$ cat src/include/spfs_pkg.sv
package spfs_pkg;

    // ---------------------------------------------------------------
    // Widths
    // ---------------------------------------------------------------
    localparam int ADDR_W     = 8;
    localparam int DATA_W     = 32;
    localparam int N_CONV_ONE = 4;
    localparam int N_CONV_TWO = 7;
    localparam int N_ANALOG   = 11;
    localparam int N_SHARED   = 6;
    localparam int N_PULSE    = 3;
    localparam int N_TRIG     = 3;
    localparam int FEN_W      = 8;

    // ---------------------------------------------------------------
    // Register byte offsets
    // ---------------------------------------------------------------
    localparam logic [ADDR_W-1:0] OFS_CONV_ONE_SEL = 8'h00;
    localparam logic [ADDR_W-1:0] OFS_CONV_TWO_SEL = 8'h04;
    localparam logic [ADDR_W-1:0] OFS_ANA_DATA     = 8'h08;
    localparam logic [ADDR_W-1:0] OFS_ANA_DIR      = 8'h0c;
    localparam logic [ADDR_W-1:0] OFS_SHR_DATA     = 8'h10;
    localparam logic [ADDR_W-1:0] OFS_SHR_DIR      = 8'h14;
    localparam logic [ADDR_W-1:0] OFS_FUNC_EN      = 8'h18;
    localparam logic [ADDR_W-1:0] OFS_ANA_LEVEL    = 8'h1c;
    localparam logic [ADDR_W-1:0] OFS_SHR_LEVEL    = 8'h20;
    localparam logic [ADDR_W-1:0] OFS_PORT_MODE    = 8'h24;

    // ---------------------------------------------------------------
    // Function enable fields
    // ---------------------------------------------------------------
    localparam int FEN_PULSE_LSB = 0;
    localparam int FEN_IRQ4_BIT  = 3;
    localparam int FEN_IRQ5_BIT  = 4;
    localparam int FEN_TRIG_LSB  = 5;

    // Shared pin positions
    localparam int PIN_IRQ4     = 0;
    localparam int PIN_PULSE2   = 1;
    localparam int PIN_IRQ5     = 2;
    localparam int PIN_TRIG_LSB = 3;

    // ---------------------------------------------------------------
    // Reset values
    // ---------------------------------------------------------------
    localparam logic [N_CONV_ONE-1:0] RST_CONV_ONE = 4'h0;
    localparam logic [N_CONV_TWO-1:0] RST_CONV_TWO = 7'h00;
    localparam logic [N_ANALOG-1:0]   RST_ANA      = 11'h000;
    localparam logic [N_SHARED-1:0]   RST_SHR      = 6'h00;
    localparam logic [FEN_W-1:0]      RST_FEN      = 8'h00;

endpackage : spfs_pkg

$ cat src/rtl/spfs_sync.sv
`timescale 1ns/10ps
// -------------------------------------------------------------------
// Two-stage synchroniser for pin levels
// -------------------------------------------------------------------
module spfs_sync #(
    parameter int               WIDTH   = 1,
    parameter logic [WIDTH-1:0] RST_VAL = '0
) (
    // Clock and reset
    input  wire logic             clk_in,
    input  wire logic             reset_n_in,
    // Levels
    input  wire logic [WIDTH-1:0] async_in,
    output logic      [WIDTH-1:0] sync_out
);

    typedef struct packed {
        logic [WIDTH-1:0] meta;
        logic [WIDTH-1:0] stable;
    } spfs_sync_t;

    spfs_sync_t st;
    spfs_sync_t next_st;

    // First stage feeds only the second
    always_comb
    begin
        next_st.meta   = async_in;
        next_st.stable = st.meta;
    end

    always_ff @(posedge clk_in or negedge reset_n_in)
    begin
        // Reset to each pin's idle level, so no false edge follows reset
        if (!reset_n_in)
            st <= '{meta: RST_VAL, stable: RST_VAL};
        else
            st <= next_st;
    end

    assign sync_out = st.stable;

endmodule : spfs_sync

$ cat src/rtl/spfs_pin_cell.sv
`timescale 1ns/10ps
// -------------------------------------------------------------------
// One pin: analog release, function drive or port drive
// -------------------------------------------------------------------
module spfs_pin_cell (
    // Selection
    input  wire logic analog_sel_in,
    input  wire logic fn_drive_in,
    input  wire logic fn_wave_in,
    // Port bit
    input  wire logic port_data_in,
    input  wire logic port_dir_in,
    // Next pin drive
    output logic      pin_out,
    output logic      pin_oe_n_out
);

    // Analog wins so the converter never sees a fighting driver
    always_comb
    begin
        if (analog_sel_in)
        begin
            pin_out      = 1'b0;
            pin_oe_n_out = 1'b1;
        end
        else if (fn_drive_in)
        begin
            pin_out      = fn_wave_in;
            pin_oe_n_out = 1'b0;
        end
        else
        begin
            pin_out      = port_data_in;
            pin_oe_n_out = ~port_dir_in;
        end
    end

endmodule : spfs_pin_cell

$ cat src/rtl/spfs_top.sv
`timescale 1ns/10ps
// -------------------------------------------------------------------
// Shared pin function select
// -------------------------------------------------------------------
module spfs_top (
    // Clock and reset
    input  wire logic                           clk_in,
    input  wire logic                           reset_n_in,
    // APB slave
    input  wire logic                           psel_in,
    input  wire logic                           penable_in,
    input  wire logic                           pwrite_in,
    input  wire logic [spfs_pkg::ADDR_W-1:0]    paddr_in,
    input  wire logic [spfs_pkg::DATA_W-1:0]    pwdata_in,
    output logic      [spfs_pkg::DATA_W-1:0]    prdata_out,
    output logic                                pready_out,
    output logic                                pslverr_out,
    // Analog-capable pins 0..10
    input  wire logic [spfs_pkg::N_ANALOG-1:0]  an_pin_in,
    output logic      [spfs_pkg::N_ANALOG-1:0]  an_pin_out,
    output logic      [spfs_pkg::N_ANALOG-1:0]  an_pin_oe_n_out,
    // Converter routing
    output logic      [spfs_pkg::N_CONV_ONE-1:0] conv_one_route_out,
    output logic      [spfs_pkg::N_CONV_TWO-1:0] conv_two_route_out,
    // Shared port0 pins 0..5
    input  wire logic [spfs_pkg::N_SHARED-1:0]  shr_pin_in,
    output logic      [spfs_pkg::N_SHARED-1:0]  shr_pin_out,
    output logic      [spfs_pkg::N_SHARED-1:0]  shr_pin_oe_n_out,
    // Pulse generator waveforms
    input  wire logic [spfs_pkg::N_PULSE-1:0]   pulse_wave_in,
    // Peripheral inputs
    output logic                                ext_irq_line_four_out,
    output logic                                ext_irq_line_five_out,
    output logic      [spfs_pkg::N_TRIG-1:0]    reload_trigger_out,
    // Non-maskable request
    input  wire logic                           nmi_pin_n_in,
    output logic                                nmi_req_out
);

    localparam int NA = spfs_pkg::N_ANALOG;
    localparam int NS = spfs_pkg::N_SHARED;
    localparam int N1 = spfs_pkg::N_CONV_ONE;
    localparam int N2 = spfs_pkg::N_CONV_TWO;
    localparam int NP = spfs_pkg::N_PULSE;
    localparam int NT = spfs_pkg::N_TRIG;
    localparam int SW = NA + NS + 1;
    localparam logic [SW-1:0] SYNC_RST = {1'b1, {(NA + NS){1'b0}}}; // Request pin idles high

    // ---------------------------------------------------------------
    // State
    // ---------------------------------------------------------------
    typedef struct packed {
        logic [N1-1:0]                   conv_one_sel;
        logic [N2-1:0]                   conv_two_sel;
        logic [NA-1:0]                   ana_data;
        logic [NA-1:0]                   ana_dir;
        logic [NS-1:0]                   shr_data;
        logic [NS-1:0]                   shr_dir;
        logic [spfs_pkg::FEN_W-1:0]      func_en;
        logic                            pready;
        logic                            pslverr;
        logic [spfs_pkg::DATA_W-1:0]     prdata;
        logic [NA-1:0]                   an_out;
        logic [NA-1:0]                   an_oe_n;
        logic [N1-1:0]                   route_one;
        logic [N2-1:0]                   route_two;
        logic [NS-1:0]                   shr_out;
        logic [NS-1:0]                   shr_oe_n;
        logic                            irq_four;
        logic                            irq_five;
        logic [NT-1:0]                   trig;
        logic                            nmi_req;
    } spfs_state_t;

    spfs_state_t st;
    spfs_state_t next_st;

    // ---------------------------------------------------------------
    // Pin synchronisers
    // ---------------------------------------------------------------
    logic [SW-1:0] sync_lvl;
    logic [NA-1:0] an_lvl;
    logic [NS-1:0] shr_lvl;
    logic          nmi_lvl_n;

    spfs_sync #(
        .WIDTH   (SW),
        .RST_VAL (SYNC_RST)
    ) u_sync (
        .clk_in     (clk_in),
        .reset_n_in (reset_n_in),
        .async_in   ({nmi_pin_n_in, shr_pin_in, an_pin_in}),
        .sync_out   (sync_lvl)
    );

    assign an_lvl    = sync_lvl[NA-1:0];
    assign shr_lvl   = sync_lvl[NA+NS-1:NA];
    assign nmi_lvl_n = sync_lvl[SW-1];

    // ---------------------------------------------------------------
    // Function enables and per-pin selection
    // ---------------------------------------------------------------
    logic [NP-1:0] pulse_en;
    logic [NT-1:0] trig_en;
    logic          irq4_en;
    logic          irq5_en;
    logic [NA-1:0] ana_sel;
    logic [NS-1:0] drive_en;
    logic [NS-1:0] drive_wave;
    logic [NS-1:0] in_en;
    logic [NS-1:0] port_mode;

    assign pulse_en = st.func_en[spfs_pkg::FEN_PULSE_LSB +: NP];
    assign trig_en  = st.func_en[spfs_pkg::FEN_TRIG_LSB +: NT];
    assign irq4_en  = st.func_en[spfs_pkg::FEN_IRQ4_BIT];
    assign irq5_en  = st.func_en[spfs_pkg::FEN_IRQ5_BIT];
    assign ana_sel  = {st.conv_two_sel, st.conv_one_sel};

    // Only the pulse pins have a driving function
    assign drive_en   = {{(NS-NP){1'b0}}, pulse_en};
    assign drive_wave = {{(NS-NP){1'b0}}, pulse_wave_in};
    // Input-only functions per shared pin
    assign in_en      = {trig_en, irq5_en, 1'b0, irq4_en};
    // Port mode only when no function of the pin is enabled
    assign port_mode  = ~(drive_en | in_en);

    // ---------------------------------------------------------------
    // Pin cells
    // ---------------------------------------------------------------
    logic [NA-1:0] an_next_out;
    logic [NA-1:0] an_next_oe_n;
    logic [NS-1:0] shr_next_out;
    logic [NS-1:0] shr_next_oe_n;

    genvar g;
    generate
        for (g = 0; g < NA + NS; g = g + 1)
        begin : g_pin
            if (g < NA)
            begin : g_ana
                spfs_pin_cell u_cell (
                    .analog_sel_in (ana_sel[g]),
                    .fn_drive_in   (1'b0),
                    .fn_wave_in    (1'b0),
                    .port_data_in  (st.ana_data[g]),
                    .port_dir_in   (st.ana_dir[g]),
                    .pin_out       (an_next_out[g]),
                    .pin_oe_n_out  (an_next_oe_n[g])
                );
            end
            else
            begin : g_shr
                spfs_pin_cell u_cell (
                    .analog_sel_in (1'b0),
                    .fn_drive_in   (drive_en[g-NA]),
                    .fn_wave_in    (drive_wave[g-NA]),
                    .port_data_in  (st.shr_data[g-NA]),
                    .port_dir_in   (st.shr_dir[g-NA]),
                    .pin_out       (shr_next_out[g-NA]),
                    .pin_oe_n_out  (shr_next_oe_n[g-NA])
                );
            end
        end
    endgenerate

    // ---------------------------------------------------------------
    // Next state: APB and pin outputs
    // ---------------------------------------------------------------
    // One wait state: read data settles while pready is low,
    // writes land only on the completing edge.
    always_comb
    begin
        logic [spfs_pkg::DATA_W-1:0] rd;
        logic                        hit;
        logic                        wr;
        next_st = st;
        rd      = '0;
        hit     = 1'b1;
        wr      = psel_in & penable_in & pwrite_in & st.pready & ~st.pslverr;

        // Address decode
        if (paddr_in == spfs_pkg::OFS_CONV_ONE_SEL)
            rd[N1-1:0] = st.conv_one_sel;
        else if (paddr_in == spfs_pkg::OFS_CONV_TWO_SEL)
            rd[N2-1:0] = st.conv_two_sel;
        else if (paddr_in == spfs_pkg::OFS_ANA_DATA)
            rd[NA-1:0] = st.ana_data;
        else if (paddr_in == spfs_pkg::OFS_ANA_DIR)
            rd[NA-1:0] = st.ana_dir;
        else if (paddr_in == spfs_pkg::OFS_SHR_DATA)
            rd[NS-1:0] = st.shr_data;
        else if (paddr_in == spfs_pkg::OFS_SHR_DIR)
            rd[NS-1:0] = st.shr_dir;
        else if (paddr_in == spfs_pkg::OFS_FUNC_EN)
            rd[spfs_pkg::FEN_W-1:0] = st.func_en;
        else if (paddr_in == spfs_pkg::OFS_ANA_LEVEL)
            rd[NA-1:0] = an_lvl & ~ana_sel;     // Digital input off on analog pins
        else if (paddr_in == spfs_pkg::OFS_SHR_LEVEL)
            rd[NS-1:0] = shr_lvl;
        else if (paddr_in == spfs_pkg::OFS_PORT_MODE)
            rd[NS-1:0] = port_mode;
        else
            hit = 1'b0;

        // Access phase handshake
        if (psel_in & penable_in & ~st.pready)
        begin
            next_st.pready  = 1'b1;
            next_st.pslverr = ~hit;
            next_st.prdata  = pwrite_in ? '0 : rd;
        end
        else
        begin
            next_st.pready  = 1'b0;
            next_st.pslverr = 1'b0;
        end

        // Register writes
        if (wr)
        begin
            if (paddr_in == spfs_pkg::OFS_CONV_ONE_SEL)
                next_st.conv_one_sel = pwdata_in[N1-1:0];
            else if (paddr_in == spfs_pkg::OFS_CONV_TWO_SEL)
                next_st.conv_two_sel = pwdata_in[N2-1:0];
            else if (paddr_in == spfs_pkg::OFS_ANA_DATA)
                next_st.ana_data = pwdata_in[NA-1:0];
            else if (paddr_in == spfs_pkg::OFS_ANA_DIR)
                next_st.ana_dir = pwdata_in[NA-1:0];
            else if (paddr_in == spfs_pkg::OFS_SHR_DATA)
                next_st.shr_data = pwdata_in[NS-1:0];
            else if (paddr_in == spfs_pkg::OFS_SHR_DIR)
                next_st.shr_dir = pwdata_in[NS-1:0];
            else if (paddr_in == spfs_pkg::OFS_FUNC_EN)
                next_st.func_en = pwdata_in[spfs_pkg::FEN_W-1:0];
        end

        // Converter routing
        next_st.route_one = st.conv_one_sel;
        next_st.route_two = st.conv_two_sel;

        // Pin drive
        next_st.an_out   = an_next_out;
        next_st.an_oe_n  = an_next_oe_n;
        next_st.shr_out  = shr_next_out;
        next_st.shr_oe_n = shr_next_oe_n;

        // Inputs see the pin even when the port drives it
        next_st.irq_four = irq4_en & shr_lvl[spfs_pkg::PIN_IRQ4];
        next_st.irq_five = irq5_en & shr_lvl[spfs_pkg::PIN_IRQ5];
        next_st.trig     = trig_en & shr_lvl[spfs_pkg::PIN_TRIG_LSB +: NT];

        // Dedicated request pin, low active
        next_st.nmi_req  = ~nmi_lvl_n;
    end

    // ---------------------------------------------------------------
    // State register
    // ---------------------------------------------------------------
    always_ff @(posedge clk_in or negedge reset_n_in)
    begin
        if (!reset_n_in)
        begin
            st              <= '0;
            st.conv_one_sel <= spfs_pkg::RST_CONV_ONE;
            st.conv_two_sel <= spfs_pkg::RST_CONV_TWO;
            st.ana_data     <= spfs_pkg::RST_ANA;
            st.ana_dir      <= spfs_pkg::RST_ANA;
            st.shr_data     <= spfs_pkg::RST_SHR;
            st.shr_dir      <= spfs_pkg::RST_SHR;
            st.func_en      <= spfs_pkg::RST_FEN;
            st.an_oe_n      <= '1;
            st.shr_oe_n     <= '1;
            st.nmi_req      <= 1'b0;
        end
        else
            st <= next_st;
    end

    // Outputs straight from flops
    assign prdata_out            = st.prdata;
    assign pready_out            = st.pready;
    assign pslverr_out           = st.pslverr;
    assign an_pin_out            = st.an_out;
    assign an_pin_oe_n_out       = st.an_oe_n;
    assign conv_one_route_out    = st.route_one;
    assign conv_two_route_out    = st.route_two;
    assign shr_pin_out           = st.shr_out;
    assign shr_pin_oe_n_out      = st.shr_oe_n;
    assign ext_irq_line_four_out = st.irq_four;
    assign ext_irq_line_five_out = st.irq_five;
    assign reload_trigger_out    = st.trig;
    assign nmi_req_out           = st.nmi_req;
endmodule : spfs_top

$ cat config.mk
export PLATFORM = sky130hd
export DESIGN_NAME = spfs_top
export DESIGN_NICKNAME = d
export VERILOG_FILES = /design/src/include/spfs_pkg.sv /design/src/rtl/spfs_sync.sv /design/src/rtl/spfs_pin_cell.sv /design/src/rtl/spfs_top.sv
export SDC_FILE = /design/constraint.sdc
export NUM_CORES = 1
export LEC_CHECK = 0
export ABC_AREA = 1
export BUFFER_PORTS_ARGS = -buffer_cell sky130_fd_sc_hd__buf_2
export CAP_MARGIN = 10
export CORE_ASPECT_RATIO = 1.5
export CORE_MARGIN = 5
export CORE_UTILIZATION = 46
export CTS_CLUSTER_DIAMETER = 150
export DETAILED_ROUTE_END_ITERATION = 10
export HOLD_SLACK_MARGIN = 0.1
export PLACE_DENSITY_LB_ADDON = 0.25
export RECOVER_POWER = 100
export SKIP_LAST_GASP = 1
export SYNTH_ARGS = -nofsm -noshare
export SYNTH_HDL_FRONTEND = slang
export SYNTH_SLANG_ARGS = --single-unit
$ cat constraint.sdc
create_clock -name clk_in -period 1.26 [get_ports clk_in]
set_input_delay 0.252 -clock clk_in [delete_from_list [all_inputs] [get_ports clk_in]]
set_output_delay 0.252 -clock clk_in [all_outputs]
set_load 0.03 [all_outputs]
==> Word-level counts from Yosys, hierarchy flattened <==
Index checks and enable logic that the tools add are counted.
{ "classes": {"addsub": 0, "multipliers": 0, "n_div": 0, "magnitude_cmp": 0, "eq_ne": 9, "shift": 0, "mux": 63, "n_bitwise": 39, "n_reduce_logical": 8} }
{ "op_table": {"columns": ["cell", "n"], "rows": [
  ["2-to-1 mux 5 bit", 10],
  ["2-to-1 mux 1 bit", 38],
  ["2-to-1 mux 11 bit", 3],
  ["== test 8 x 5 -> 1 bit, second input constant", 4],
  ["2-to-1 mux 6 bit", 5],
  ["inverter 1 bit", 27],
  ["== test 8 x 4 -> 1 bit, second input constant", 2],
  ["== test 8 x 6 -> 1 bit, second input constant", 2],
  ["2-to-1 mux 7 bit", 2],
  ["bitwise AND 11 bit", 1],
  ["inverter 11 bit", 1],
  ["== test 8 x 3 -> 1 bit, second input constant", 1],
  ["zero test 8 bit", 1],
  ["2-to-1 mux 4 bit", 2],
  ["2-to-1 mux 8 bit", 1],
  ["AND reduction 8 bit", 1],
  ["bitwise AND 1 bit", 7],
  ["AND reduction 7 bit", 1],
  ["inverter 6 bit", 1],
  ["bitwise OR 3 x 6 -> 6 bit", 1],
  ["AND reduction 6 bit", 1],
  ["AND reduction 5 bit", 1],
  ["AND reduction 4 bit", 1],
  ["bitwise AND 3 bit", 1],
  ["4 further kinds", 4]
]} }
{ "totals": {"reg_bits": 174, "latch_bits": 0, "mem_bits_rw": 0, "romBits": 0, "in_bits": 66, "output_inout_bits": 85, "mem_count": 0} }

==> Logic depth before layout (Yosys ltp) <==
{ "logic_depth": {"ltp_word": 18, "ltp_mapped": 13} }

==> Hierarchy <==
A second synthesis with hierarchy kept.
{ "unflattened": {"hier_cells": 726, "area_unflattened_um2": 6651.4} }
{ "by_module_without_submodules": {"columns": ["module", "instances", "cells_per_inst", "area_each_um2", "seq_area_each_um2"], "rows": [
  ["spfs_top", 1, 571, 5237.5, 2949.1],
  ["spfs_sync", 1, 36, 903.4, 903.4],
  ["spfs_pin_cell", 17, 7, 30.0, 0.0]
]} }

==> Worst setup path before layout <==
OpenSTA, ideal clock, no wires.
{ "synth_path": {"kind": "flip-flop to flip-flop", "start": "reg st, in the netlist pslverr_out", "end": "reg st[95] (netlist name)", "setup_time_ns": 0.128, "arrival_ns": 1.445, "slack_ns": -0.313, "stages_incl_launch_ff": 9, "period_less_slack_ns": 1.573, "cell_sequence": "dfrtp_1 -> nor2_1 -> and3_1 -> inv_1 -> nor2_1 -> nand3_1 -> buf_4 -> nand2_1 -> o21ai_0"} }
{ "synth_between": {"elab_chain_len": 3} }
{ "synth_lines": {"columns": ["item", "line_no", "text"], "rows": [
  ["from (decl)", "spfs_top.sv:75", "spfs_state_t st;"],
  ["from (signal assigned)", "spfs_top.sv:276", "st <= next_st;"],
  ["inverter 1 bit", "spfs_top.sv:179", "wr = psel_in & penable_in & pwrite_in & st.pready & ~st.pslverr;"],
  ["bitwise AND 1 bit", "spfs_top.sv:179", null],
  ["AND reduction 7 bit (no source line)", null, null]
]} }
No other way between the ends.
A chain may end at the register's enable or synchronous reset.

==> Worst setup path after layout <==
{ "layout_path": {"start": "reg st, in the netlist pslverr_out", "end": "reg st[93] (netlist name)"} }
Same word-level chain as after synthesis.

==> reports/results.ini <==
[setup_path]
crit_required_ns = 1.55
critPathKind = flip-flop to flip-flop
cp_max_fo = 6
crit_buf_inv = 2
slowest_delay_ns = 0.40
crit_chain = nor2_2 -> and3_4 -> inv_2 -> nor2_4 -> buf_4 -> nand3_2 -> nand2_1 -> o21ai_1
start_kind = flip-flop
cp_top_family = simple AND/OR/NAND/NOR gates
cp-end-kind = flip-flop
critPathSlowestCell = dfrtp_2
crit_arrival_ns = 1.78

[run_status]
status = finished with violations
failed_checks = negative setup slack

[synthesis]
async_flop_share_pct = 100
synth_top_area_share_pct = 56.8
yosysMostFrequentCell = nand2_1
yosys.area.top_type = dfrtp_1
synth_edf_count = 0
ys_types = 32
synthXorXnorAreaFrac_pct = 0
synthFlopType = dfrtp_1
synth_mux_area_share_pct = 0.191
yosys_warnings = 0
synthTopCellsByCount = 154 x nand2_1, 134 x dfrtp_1, 69 x inv_1, 61 x o21ai_0, 40 x nor2_1
synth_top_family_by_area = simple AND/OR/NAND/NOR gates
synthTopCellsByArea = dfrtp_1 57%, nand2_1 9.8%, dfstp_2 8.5%
synthSimpleGateAreaFrac_pct = 17.8
synthAdderAreaFrac_pct = 0
ys_ff_latch = 153
syn_inst = 591
synth_area_per_cell_um2 = 9.98
syn-cell-area_um2 = 5900
ys_seq_area_share_pct = 65.3
synth_compound_area_share_pct = 8.36

[floorplanning]
ios = 151
coreArea_um2 = 12500
start_util_pct = 47.2
rows = 50
fp.dieW_um = 102
dieArea_um2 = 15200
die_h_um = 149

[power]
powerDensity_nw_per_um2 = 1220
vdd_drop_max_v = 0.000961
leakage_nw = 4.40
power_mw = 10.7

[final_layout]
fin_util_pct = 70.4
area.sequential_um2 = 3850
fillerInstances = 948
area_delta_synth_final_pct = 49.3
drive_above_1_share_pct = 39.2
multiInputGateArea_um2 = 2010
diodes = 0
final_nets = 895

[drt]
routed_wl_um = 17800
wl_per_cell_um = 17.8
ant_nets = 0
drtPass1Iterations = 5
met2WireLength_um = 9450
wl_met1_um = 6780
num_vias = 4989
route.met3.wl_um = 941
drc = 0
viasPerCell = 5.00
top_layer_used = met4
dr.first_iter.drc_count = 273

[sta]
fin_crit_sh_pct = 118
min_period_ns = 1.49
finalHoldViolations = 0
drv_slew = 0
hold_ws_ns = 0.111
fin_worst_skew_ns = 0.00866
max_freq_ghz = 0.671
rsz0062_at_grt = true
final-setup-viol-count = 84
setup_ws_ns = -0.231

[clocking]
cts_tree = done
h-tree-depth = 4
clock-sinks = 153
cts_inserted_buffers = 17
clkTransAtPathRegs_ns = 0.07
cts_root_buffer = clkbuf_16
clk_latency_ns = 0.42
clk_path_buf_depth = 2

[job]
max_cap_viol_count = 0

[global_routing]
grt_max_degree = 57
gr-total-overflow = 0
track_usage_pct = 23.5
grt_pass1_wl_um = 27100
antenna_found_initial = 0
grt_pass1_vias = 5093

[place]
gp_congestion = 0.940
port_buffers = 108
dpl.hpwl_um = 12300

[hold_path]
hp-class = input port to flip-flop

-- per-stage QoR --
stage | setup TNS, ns | instance area (um2) | setup slack [ns] | std cells
6_report | -10.57 | 8810 | -0.231 | 998
5_1_grt | -15.06 | 8810 | -0.303 | 998
4_1_cts | -9.56 | 8520 | -0.204 | 982
3_5_place_dp | -34.98 | 7170 | -0.668 | 911
3_3_place_gp | -34.57 | 7170 | -0.707 | 911
2_1_floorplan | -4.94 | 6090 | -0.152 | 611
-- tightest hold or removal path, cell delays in order --
cell and delay (ns):
buf_2 0.09, inv_1 0.06, o21ai_1 0.07
-- cell type report --
class,count,area share (%)
inverters,70,3.55
multi-input cells,357,22.8
clock buffers,18,4.99
well taps,156,2.22
clock inverters,14,1.66
repair buffers,230,21.0
flip-flops and latches,153,43.8
-- worst paths after layout --
kind / from / to / slack (ns) / cells past startpoint
max: pslverr_out / st[93] / -0.23 / 8
min: pwdata_in[10] / st[126] / 0.11 / 3
max reg2reg: pslverr_out / st[93] / -0.23 / 8
min reg2reg: u_sync.next_st[6] / u_sync.sync_out[6] / 0.35 / 0
max in group asynchronous: reset_n_in / an_pin_oe_n_out[7] / 0.14 / 3
min in group asynchronous: reset_n_in / u_sync.next_st[11] / 0.33 / 2
-- report_power, final --
group	total (mW)	switching, mW	internal, mW	leakage (nW)
Clock	5.01	2.30	2.71	0.287
Sequential	5.03	0.0385	4.99	1.99
Combinational	0.687	0.434	0.253	2.13
-- sequential cells by signal (all words and copies together) (netlist names), 4 cells and up --
register / count
st: 34
u_sync.next_st: 18
u_sync.sync_out: 18
an_pin_oe_n_out: 11
an_pin_out: 11
ana_sel: 11
prdata_out: 11
conv_two_route_out: 7
shr_pin_oe_n_out: 6
shr_pin_out: 6
in_en: 5
conv_one_route_out: 4
-- cell families (layout without fill, tap and decap cells) --
group,after synthesis,count (layout)
DFF,153,153
muxes,1,1
other,1,21
and+or+nand+nor,243,244
AOI/OAI and AO/OA,91,91
buffers and inverters,102,332
-- repair_timing --
| action | 4_1_cts | 5_1_grt |
|---|---|---|
| hold buffers | 24 | 0 |
| setup endpoints to repair | 86 | 90 |
| cloned | 1 | 3 |
| hold endpoints to repair | 161 | 0 |
| setup buffers | 14 | 15 |
| pin swaps | 15 | 24 |
| resized for setup | 126 | 67 |
-- per-layer routing --
metal | vias to the layer above | global-route usage (%)
met5 | - | 0
li1 | 2321 | -
met2 | 194 | 41.0
met4 | 0 | 9.72
met3 | 35 | 3.99
met1 | 2439 | 28.2
-- placed cells by master, fill, tap and decap left out, types with 3 or more instances in the layout --
| cell type | count |
|---|---|
| buf_8 | 5 |
| buf_6 | 39 |
| a21oi_1 | 11 |
| dfrtp_1 | 132 |
| inv_4 | 4 |
| o21ai_1 | 40 |
| buf_4 | 56 |
| nand2_1 | 133 |
| inv_1 | 56 |
| buf_2 | 51 |
| o211ai_1 | 6 |
| nand3b_1 | 4 |
| buf_12 | 6 |
| nand2_4 | 4 |
| dlygate4sd3_1 | 24 |
| a22oi_1 | 4 |
| dfstp_2 | 19 |
| clkinv_8 | 3 |
| nand2_2 | 16 |
| nor2_4 | 13 |
| clkbuf_2 | 33 |
| conb_1 | 21 |
| inv_8 | 5 |
| clkbuf_16 | 19 |
| nand3_1 | 22 |
| nor2_1 | 28 |
| clkbuf_1 | 11 |
| nand4_1 | 4 |
| nand2_8 | 6 |
| o21ai_2 | 7 |
| inv_2 | 6 |
| nor2_2 | 5 |
| inv_6 | 7 |
| nand3_2 | 4 |
| o21ai_0 | 14 |
(Power assumes the default switching activity.)
